File: config.mk
export PLATFORM = sky130hd
export DESIGN_NAME = bcv_regs
export DESIGN_NICKNAME = d
export VERILOG_FILES = /design/src/logic/bcv_pkg.sv /design/src/logic/bcv_mode_decode.sv /design/src/logic/bcv_regs.sv
export VERILOG_INCLUDE_DIRS = /design/src /design/src/logic
export SDC_FILE = /design/constraint.sdc
export NUM_CORES = 1
export LEC_CHECK = 0
export ABC_AREA = 1
export BUFFER_PORTS_ARGS = -buffer_cell sky130_fd_sc_hd__buf_2
export CAP_MARGIN = 20
export CORE_UTILIZATION = 43
export CTS_BUF_LIST = sky130_fd_sc_hd__clkbuf_4 sky130_fd_sc_hd__clkbuf_8
export DETAILED_ROUTE_END_ITERATION = 6
export PLACE_DENSITY_LB_ADDON = 0.1
export SLEW_MARGIN = 30
export SYNTH_ARGS = -nofsm -noshare
export SYNTH_HDL_FRONTEND = slang
export SYNTH_SLANG_ARGS = --single-unit
File: constraint.sdc
create_clock -name clock -period 1.2 [get_ports clock]
set_input_delay 0.18 -clock clock [delete_from_list [all_inputs] [get_ports clock]]
set_output_delay 0.18 -clock clock [all_outputs]
set_load 0.01 [all_outputs]
File: src/logic/bcv_consts.svh
// Register indices, field positions and reset values of the converter register bank.
`ifndef BCV_CONSTS_SVH
`define BCV_CONSTS_SVH

// ----------------------------------------------------------------------------
// Register indices (byte address is four times the index)
// ----------------------------------------------------------------------------
`define BCV_IDX_IO_CFG 8'hA0
`define BCV_IDX_MEM_CFG 8'hA1
`define BCV_IDX_PERIPH_CFG 8'hA2
`define BCV_IDX_CORE_TWO_VA 8'hA3
`define BCV_IDX_CORE_ONE_VA 8'hA4

// Narrowest address bus that still reaches the highest byte address.
`define BCV_MIN_ADDR_W 10

// ----------------------------------------------------------------------------
// Field positions
// ----------------------------------------------------------------------------
`define BCV_OP_HI 7
`define BCV_OP_LO 6
`define BCV_PD_BIT 5
`define BCV_RSV_HI 4
`define BCV_RSV_LO 3
`define BCV_SENSE_HI 2
`define BCV_SENSE_LO 0
`define BCV_SLEEP_BIT 7
`define BCV_CODE_HI 6
`define BCV_CODE_LO 0

// Writable bits of a configuration register; bits 4:3 are reserved.
`define BCV_CFG_WMASK 8'hE7

// ----------------------------------------------------------------------------
// Reset values
// ----------------------------------------------------------------------------
// Mode from voltage register, pull-down on, own output sensed (a valid set).
`define BCV_CFG_RST 8'h01
// Synchronous operation, code 0x50 (1.10 V).
`define BCV_VOLT_RST 8'h50

`endif

File: src/logic/bcv_pkg.sv
// Types shared by the converter register bank and its mode decoder.
package bcv_pkg;

    // Operating-select field codes.
    typedef enum logic [1:0] {
        BCV_OP_FROM_VREG = 2'h0,
        BCV_OP_SLEEP = 2'h1,
        BCV_OP_SYNC = 2'h2,
        BCV_OP_AUTO = 2'h3
    } bcv_op_sel_t;

    // Operating style handed to the analog converter, one-hot.
    typedef enum logic [2:0] {
        BCV_STY_SLEEP = 3'h1,
        BCV_STY_SYNC = 3'h2,
        BCV_STY_AUTO = 3'h4
    } bcv_style_t;

endpackage

File: src/logic/bcv_mode_decode.sv
// Decoder from operating-select field and voltage-register sleep bit to operating style.
`timescale 1ns/10ps

module bcv_mode_decode
(
    // Settings
    input wire bcv_pkg::bcv_op_sel_t opSelect,
    input wire logic vregSleep,
    // Result
    output bcv_pkg::bcv_style_t style
);

    // Only the pass-through code looks at the voltage register; the others override it.
    always_comb
    begin
        unique case (opSelect)
            bcv_pkg::BCV_OP_FROM_VREG:
            begin
                style = vregSleep ? bcv_pkg::BCV_STY_SLEEP : bcv_pkg::BCV_STY_SYNC;
            end
            bcv_pkg::BCV_OP_SLEEP:
            begin
                style = bcv_pkg::BCV_STY_SLEEP;
            end
            bcv_pkg::BCV_OP_SYNC:
            begin
                style = bcv_pkg::BCV_STY_SYNC;
            end
            bcv_pkg::BCV_OP_AUTO:
            begin
                style = bcv_pkg::BCV_STY_AUTO;
            end
        endcase
    end

endmodule

File: src/logic/bcv_regs.sv
// APB register bank for the IO, memory and peripheral converter set-up and core A voltages.
//
// Added by the designer: the APB slave port.
`timescale 1ns/10ps
`include "bcv_consts.svh"

// How it works
// - Select 00: voltage register sleep bit decides
// - Select 01: always sleep operation
// - Select 10 synchronous, 11 automatic
// - Bit 5 set removes output pull-down
// - Bits 2:0 pick feedback sources, any mix
// - Core A bit 7: sleep, else synchronous

module bcv_regs
#(
    parameter int ADDR_W = 12
)
(
    // Clock and reset
    input wire logic clock,
    input wire logic nrst,
    // APB slave
    input wire logic psel,
    input wire logic penable,
    input wire logic pwrite,
    input wire logic [ADDR_W-1:0] paddr,
    input wire logic [31:0] pwdata,
    output logic [31:0] prdata,
    output logic pready,
    output logic pslverr,
    // Sleep bit of the currently selected A or B voltage register
    input wire logic ioVregSleep,
    input wire logic memVregSleep,
    input wire logic periphVregSleep,
    // IO converter controls
    output logic [1:0] ioConvOpSelect,
    output logic ioConvPulldownOff,
    output logic [2:0] ioConvSenseSelect,
    output logic [2:0] ioConvStyle,
    // Memory converter controls
    output logic [1:0] memConvOpSelect,
    output logic memConvPulldownOff,
    output logic [2:0] memConvSenseSelect,
    output logic [2:0] memConvStyle,
    // Peripheral converter controls
    output logic [1:0] periphConvOpSelect,
    output logic periphConvPulldownOff,
    output logic [2:0] periphConvSenseSelect,
    output logic [2:0] periphConvStyle,
    // Core converter A settings
    output logic coreOneSleepOnA,
    output logic [6:0] coreOneTargetCodeA,
    output logic coreTwoSleepOnA,
    output logic [6:0] coreTwoTargetCodeA
);

    // ------------------------------------------------------------------------
    // Elaboration checks
    // ------------------------------------------------------------------------
    if (ADDR_W < `BCV_MIN_ADDR_W || ADDR_W > 32)
    begin : gBadAddrW
        $error("ADDR_W cannot reach the register map.");
    end

    // ------------------------------------------------------------------------
    // Declarations
    // ------------------------------------------------------------------------
    // Slot 0 is IO, 1 memory, 2 peripheral; voltage slot 0 is core two, 1 core one.
    logic [ADDR_W-3:0] wordIdx;
    logic [2:0] cfgHit;
    logic [1:0] voltHit;
    logic hit;
    logic [7:0] rdByte;
    logic wrEn;
    logic ack_q;
    logic ack_d;
    logic [31:0] prdata_q;
    logic [31:0] prdata_d;
    logic slverr_q;
    logic slverr_d;
    logic [7:0] cfgRegs_q [3];
    logic [7:0] cfgRegs_d [3];
    logic [7:0] coreVolt_q [2];
    logic [7:0] coreVolt_d [2];
    logic vregSleep [3];
    bcv_pkg::bcv_style_t styleNext [3];
    bcv_pkg::bcv_style_t style_q [3];
    bcv_pkg::bcv_style_t style_d [3];

    assign wordIdx = paddr[ADDR_W-1:2];
    assign vregSleep[0] = ioVregSleep;
    assign vregSleep[1] = memVregSleep;
    assign vregSleep[2] = periphVregSleep;

    // ------------------------------------------------------------------------
    // Address decode and read mux
    // ------------------------------------------------------------------------
    // Byte offset bits are ignored, so any byte of a word reaches its register.
    always_comb
    begin
        cfgHit = 3'h0;
        voltHit = 2'h0;
        case (wordIdx)
            (ADDR_W-2)'(`BCV_IDX_IO_CFG): cfgHit[0] = 1'h1;
            (ADDR_W-2)'(`BCV_IDX_MEM_CFG): cfgHit[1] = 1'h1;
            (ADDR_W-2)'(`BCV_IDX_PERIPH_CFG): cfgHit[2] = 1'h1;
            (ADDR_W-2)'(`BCV_IDX_CORE_TWO_VA): voltHit[0] = 1'h1;
            (ADDR_W-2)'(`BCV_IDX_CORE_ONE_VA): voltHit[1] = 1'h1;
            default: cfgHit = 3'h0;
        endcase
        hit = (|cfgHit) | (|voltHit);
    end

    // Reserved bits are never stored, so the plain register value reads them as zero.
    always_comb
    begin
        rdByte = 8'h00;
        for (int i = 0; i < 3; i++)
        begin
            if (cfgHit[i])
            begin
                rdByte = cfgRegs_q[i];
            end
        end
        for (int j = 0; j < 2; j++)
        begin
            if (voltHit[j])
            begin
                rdByte = coreVolt_q[j];
            end
        end
    end

    // ------------------------------------------------------------------------
    // APB handshake
    // ------------------------------------------------------------------------
    // One wait state lets read data come from a flip-flop rather than the mux.
    always_comb
    begin
        ack_d = psel & penable & ~ack_q;
        prdata_d = prdata_q;
        slverr_d = 1'h0;
        if (ack_d)
        begin
            prdata_d = {24'h000000, rdByte};
            slverr_d = ~hit;
        end
    end

    always_ff @(posedge clock or negedge nrst)
    begin
        if (!nrst)
        begin
            ack_q <= 1'h0;
            prdata_q <= 32'h00000000;
            slverr_q <= 1'h0;
        end
        else
        begin
            ack_q <= ack_d;
            prdata_q <= prdata_d;
            slverr_q <= slverr_d;
        end
    end

    assign pready = ack_q;
    assign prdata = prdata_q;
    assign pslverr = slverr_q;

    // A write lands only at the edge where the master sees pready.
    assign wrEn = psel & penable & ack_q & pwrite;

    // ------------------------------------------------------------------------
    // Register storage
    // ------------------------------------------------------------------------
    always_comb
    begin
        for (int i = 0; i < 3; i++)
        begin
            cfgRegs_d[i] = cfgRegs_q[i];
            if (wrEn & cfgHit[i])
            begin
                cfgRegs_d[i] = pwdata[7:0] & `BCV_CFG_WMASK;
            end
        end
        for (int j = 0; j < 2; j++)
        begin
            coreVolt_d[j] = coreVolt_q[j];
            if (wrEn & voltHit[j])
            begin
                coreVolt_d[j] = pwdata[7:0];
            end
        end
    end

    always_ff @(posedge clock or negedge nrst)
    begin
        if (!nrst)
        begin
            for (int i = 0; i < 3; i++)
            begin
                cfgRegs_q[i] <= `BCV_CFG_RST;
            end
            for (int j = 0; j < 2; j++)
            begin
                coreVolt_q[j] <= `BCV_VOLT_RST;
            end
        end
        else
        begin
            cfgRegs_q <= cfgRegs_d;
            coreVolt_q <= coreVolt_d;
        end
    end

    // ------------------------------------------------------------------------
    // Operating style per converter
    // ------------------------------------------------------------------------
    // The same decoder serves all three, the IO converter included.
    for (genvar g = 0; g < 3; g++)
    begin : gDecode
        bcv_mode_decode uDecode
        (
            .opSelect(bcv_pkg::bcv_op_sel_t'(cfgRegs_q[g][`BCV_OP_HI:`BCV_OP_LO])),
            .vregSleep(vregSleep[g]),
            .style(styleNext[g])
        );
    end

    // Registering the style keeps glitches off the analog mode lines.
    always_comb
    begin
        for (int i = 0; i < 3; i++)
        begin
            style_d[i] = styleNext[i];
        end
    end

    always_ff @(posedge clock or negedge nrst)
    begin
        if (!nrst)
        begin
            for (int i = 0; i < 3; i++)
            begin
                style_q[i] <= bcv_pkg::BCV_STY_SYNC;
            end
        end
        else
        begin
            style_q <= style_d;
        end
    end

    // ------------------------------------------------------------------------
    // Outputs to the converters
    // ------------------------------------------------------------------------
    // The sense select is passed on as written; keeping it non-zero is up to software.
    assign ioConvOpSelect = cfgRegs_q[0][`BCV_OP_HI:`BCV_OP_LO];
    assign ioConvPulldownOff = cfgRegs_q[0][`BCV_PD_BIT];
    assign ioConvSenseSelect = cfgRegs_q[0][`BCV_SENSE_HI:`BCV_SENSE_LO];
    assign ioConvStyle = style_q[0];
    assign memConvOpSelect = cfgRegs_q[1][`BCV_OP_HI:`BCV_OP_LO];
    assign memConvPulldownOff = cfgRegs_q[1][`BCV_PD_BIT];
    assign memConvSenseSelect = cfgRegs_q[1][`BCV_SENSE_HI:`BCV_SENSE_LO];
    assign memConvStyle = style_q[1];
    assign periphConvOpSelect = cfgRegs_q[2][`BCV_OP_HI:`BCV_OP_LO];
    assign periphConvPulldownOff = cfgRegs_q[2][`BCV_PD_BIT];
    assign periphConvSenseSelect = cfgRegs_q[2][`BCV_SENSE_HI:`BCV_SENSE_LO];
    assign periphConvStyle = style_q[2];
    assign coreTwoSleepOnA = coreVolt_q[0][`BCV_SLEEP_BIT];
    assign coreTwoTargetCodeA = coreVolt_q[0][`BCV_CODE_HI:`BCV_CODE_LO];
    assign coreOneSleepOnA = coreVolt_q[1][`BCV_SLEEP_BIT];
    assign coreOneTargetCodeA = coreVolt_q[1][`BCV_CODE_HI:`BCV_CODE_LO];

    for (genvar k = 0; k < 3; k++)
    begin : gStyleChk

    end
endmodule

After elaboration in Yosys (flattened, before gate mapping)
Index checks and enable logic that the tools add are counted.
{"block": "totals", "reg_bits": 53, "inputBits": 52, "elab_cells": 59}
{"block": "op_classes", "eq_ne": 14, "muxes": 17, "bitwise": 12, "n_reduce_logical": 5}
{"operator": "10-bit by 8-bit equality test with 1-bit output (second input constant)", "count": 5}
{"operator": "8-bit two-way mux", "count": 5}
{"operator": "3-bit one-hot mux with 4 select lines", "count": 3}
{"operator": "2-bit equality test (second input constant)", "count": 6}
{"operator": "1-bit AND", "count": 9}
{"operator": "2-bit by 1-bit equality test with 1-bit output (second input constant)", "count": 3}
{"operator": "2-bit logical NOT", "count": 3}
{"operator": "1-bit two-way mux", "count": 6}
{"operator": "2-bit two-way mux", "count": 3}
{"operator": "3-bit OR reduction", "count": 1}
{"operator": "1-bit NOT", "count": 2}
{"operator": "2-bit OR reduction", "count": 1}
{"operator": "1-bit bitwise OR", "count": 1}

Longest topological paths before layout
{"block": "depth", "ltp_word": 7, "ltp_mapped": 9}

Modules after synthesis
From an unflattened synthesis, not the netlist that was laid out.
{"block": "hier_totals", "cells_unflattened": 293, "hier_area_um2": 2646.3}
{"module": "bcv_regs", "n_inst": 1, "cells_per_inst": 275, "area_per_inst_um2": 2563.7, "seq_area_each_um2": 1338.8}
{"module": "bcv_mode_decode", "n_inst": 3, "cells_per_inst": 6, "area_per_inst_um2": 27.5, "seq_area_each_um2": 0.0}

Least setup slack after synthesis
Ideal clock, no wire load.
{"block": "synth_path", "path_kind": "register to register", "start": "reg ack_q, in the netlist pready", "end": "reg cfgRegs_q, in the netlist periphConvOpSelect[1]", "setup_time_ns": 0.119, "t_arrival_ns": 1.272, "required_ns": 1.081, "path_slack_ns": -0.191, "stages_incl_launch_ff": 7, "path_buffers": 1, "synth_period_minus_slack_ns": 1.391, "cell_sequence": "dfrtp_1 -> nand4_2 -> inv_2 -> nand4_1 -> buf_4 -> nand2_1 -> o21ai_2"}
{"block": "synth_between", "elab_chain_len": 3}
{"element": "start, declared", "line": "bcv_regs.sv:76", "rtl": "logic ack_q;"}
{"element": "start signal, assigned", "line": "bcv_regs.sv:161", "rtl": "ack_q <= ack_d;"}
{"element": "1-bit AND (2 in series)", "line": "bcv_regs.sv:172", "rtl": "assign wrEn = psel & penable & ack_q & pwrite;"}
{"element": "1-bit AND", "line": "bcv_regs.sv:182", "rtl": "if (wrEn & cfgHit[i])"}
{"element": "end signal, assigned by index", "line": "bcv_regs.sv:203", "rtl": "cfgRegs_q[i] <= `BCV_CFG_RST;"}
{"element": "end signal, assigned", "line": "bcv_regs.sv:212", "rtl": "cfgRegs_q <= cfgRegs_d;"}
{"element": "end, declared", "line": "bcv_regs.sv:82", "rtl": "logic [7:0] cfgRegs_q [3];"}
No other way between the ends.
A chain may end at the register's enable or synchronous reset.

Worst setup path after layout
Ends and elaborated chain as after synthesis.

==> results.md <==
- Worst VDD drop: ~0.53 mV
- Area leader, netlist: dfrtp_1
- DR vias: between 2000 and 2500
- Die Wd: roughly 80 um
- Layout fillers: 586
- Crit-path max cell delay: about 0.43 ns
- Routability cong.: 0.796
- Status: completed
- Final ANT Viol Nets: 0
- Post-synthesis cell count: slightly above 300
- Port Buffers: a little under 80
- Setup TNS: 0 ns
- Period minus WS final: approximately 1.2 ns
- Top Layer Used: met4
- Inst Count DP: between 400 and 500
- Met3 wire len: between 300 and 400 um
- Clk sinks: 53
- Clk_lat worst skew: about 0.3 ns
- RSZ-0062 raised after global routing: true
- Congestion Overflow GR: 0
- CP Launch Type: register
- Layout area overhead: 27.7%
- ANT cells: 0
- Critical path class: reg -> reg
- CTS H-tree depth: 2
- Leak Pwr: ~1.9 nW
- Tot GR Track Use: 0.211
- # nets final: 470
- Initial antenna violation count: 0
- Fin crit share: 0.984
- Hold Fails Final Rpt: 0
- First-pass GRT wire length: slightly above 10000 um
- Req. time, crit path: roughly 1.4 ns
- Pwr/cell area: just over 900 mW/mm^2
- Clk_skew: 0.00835 ns
- Slew Limit Fails: 0
- Fraction of layout cells with a size suffix above 1: 0.382
- Slowest-stage cell, CP: dfrtp_2
- Core ar.: approximately 0.006 mm^2
- Crit path DAT: ~1.4 ns
- Seq cells post-synth: 53
- Met1 Wirelength: approximately 3100 um
- Number of library cell types mapped by synthesis: 28
- 1st-pass router iterations: 4
- Ys Warns: 0
- Die H: just over 80 um
- Root Driver: clkbuf_8
- Top cell type's share of synthesized area: 0.407
- Routed wl met2: around 3000 um
- Crit end category: register
- CTS tree: done
- Clock transition time at the flip-flop clock pins of the worst setup and hold paths: approximately 0.09 ns
- DRC Markers: 0
- Largest net degree at the start of global routing: 54
- Starting Density: 0.447
- Non-filler instance count after layout: around 490
- Mapped Avg Cell Area: 8.61 um^2
- Final wirelength: 6460 um
- Routed wire length per instance: 13.1 um
- Cts bufs inserted: 5
- Max Cap Viol: 0
- Most frequent cells in the layout: 78 x buf_2, 71 x nand2_1, 42 x dfrtp_1
- Crit path cell chain: nand4_4 -> inv_4 -> nand4_1 -> buf_6 -> nand2_2 -> o21ai_2
- Die Footprint: approximately 0.0065 mm^2
- # rows: 28
- Register area share after synthesis: 0.506
- I/O pins: around 130
- Largest cells by area after synthesis: dfrtp_1 41%, nand2_1 11%, dfstp_2 9.9%
- CTS max path bufs: 2
- Commonest non-fill, non-tap cell in the layout: buf_2
- Hold Path Class: in -> reg
- Number of global-route vias before repair: ~2000
- Hpwl dp: roughly 5000 um
- Avg Vias per Cell: 4.65
- DR iter-0 viols: around 120
- Max FFs per register: 8
- FMAX: 847 MHz
- Final setup fails: 0
- Mapped cell area: between 0.002 and 0.003 mm^2
- CP Max Fanout: 8
## metrics by stage
step                      power, mW  hold slack (ns)  setup slack [ns]  instance area (um^2)  utilization
after CTS                      3.19           0.0122          0.000446                  3340        0.564
final                          3.16           0.0134            0.0192                  3380        0.570
after global routing           3.29           0.0116           -0.0744                  3380        0.570
after global placement         2.20            0.195            -0.218                  3230        0.546
after floorplan                2.07           -0.116           -0.0403                  2770            -
after detailed placement       2.20            0.199            -0.236                  3230        0.546
## routing by layer
layer,vias up,GRT usage
met3,7,0.0398
met1,1043,0.303
met5,-,0
met4,0,0.0482
li1,1172,-
met2,75,0.329
## power breakdown
| part | switching [mW] | internal [mW] |
|---|---|---|
| logic | 0.217 | 0.119 |
| clock network | 0.560 | 0.428 |
| registers | 0.0147 | 1.82 |
## timing repair
action | CTS | global route
endpoints found under the setup margin | 5 | 34
setup buffers | 1 | 2
pin swaps | 1 | 2
cloned | 0 | 0
hold buffers | 1 | 0
resized for setup | 2 | 13
hold endpoints to repair | 43 | 0
## cells in the mapped netlist
cell type / number
conb_1: 1
nor3_4: 1
buf_6: 2
nor2_4: 4
inv_2: 1
o21ai_2: 6
nor2_8: 1
dfrtp_1: 43
nand2_1: 77
dfstp_2: 10
nor3_1: 2
buf_4: 26
nand2_2: 5
buf_2: 1
o21ai_1: 6
nand4_1: 1
or2_2: 2
nor3b_1: 1
nand4_2: 1
nor2_2: 2
clkbuf_1: 1
o21ai_0: 22
nor2_1: 18
o21bai_1: 3
a21oi_1: 8
inv_1: 24
nand3_2: 1
nand3_1: 37
## layout make-up
| cell class | instances | area (um^2) | area share |
|---|---|---|---|
| Sequential cell | 53 | 1340 | 0.397 |
| Multi-Input combinational cell | 222 | 1090 | 0.324 |
| Timing Repair Buffer | 111 | 664 | 0.197 |
| Inverter | 25 | 96.3 | 0.0285 |
| Tap cell | 75 | 93.8 | 0.0278 |
| Clock buffer | 6 | 76.3 | 0.0226 |
| Clock inverter | 2 | 10.0 | 0.00297 |
## cells by family after synthesis
kind of cell	after synthesis	synth area share
AO/OA/AOI/OAI	45	0.0965
buffers and inverters	55	0.121
other	1	0.00142
AND/OR/NAND/NOR	153	0.274
flip-flops	53	0.506
## worst max-delay path: cells and delay by family, from the launching register on
family / cells / cell delay (ns)
AO/OA/AOI/OAI: 1 / 0.05
buffers and inverters: 2 / 0.29
flip-flops: 1 / 0.43
AND/OR/NAND/NOR: 3 / 0.32
## final timing paths
kind	from	depth (start not counted)	slack, ns	to
worst min-delay path	memVregSleep	2	0.01	memConvStyle[1]$_DFF_PN1_
min in group asynchronous	nrst	3	0.39	periphConvSenseSelect[1]$_DFFE_PN0P_
worst min register to register	coreOneTargetCodeA[4]$_DFFE_PN1P_	2	0.48	coreOneTargetCodeA[4]$_DFFE_PN1P_
worst max-delay path	pready$_DFF_PN0_	6	0.02	periphConvOpSelect[1]$_DFFE_PN0P_
max in group asynchronous	nrst	3	0.51	periphConvSenseSelect[0]$_DFFE_PN1P_
worst max register to register	pready$_DFF_PN0_	6	0.02	periphConvOpSelect[1]$_DFFE_PN0P_
No activity file was read; power rests on OpenSTA's default activity.
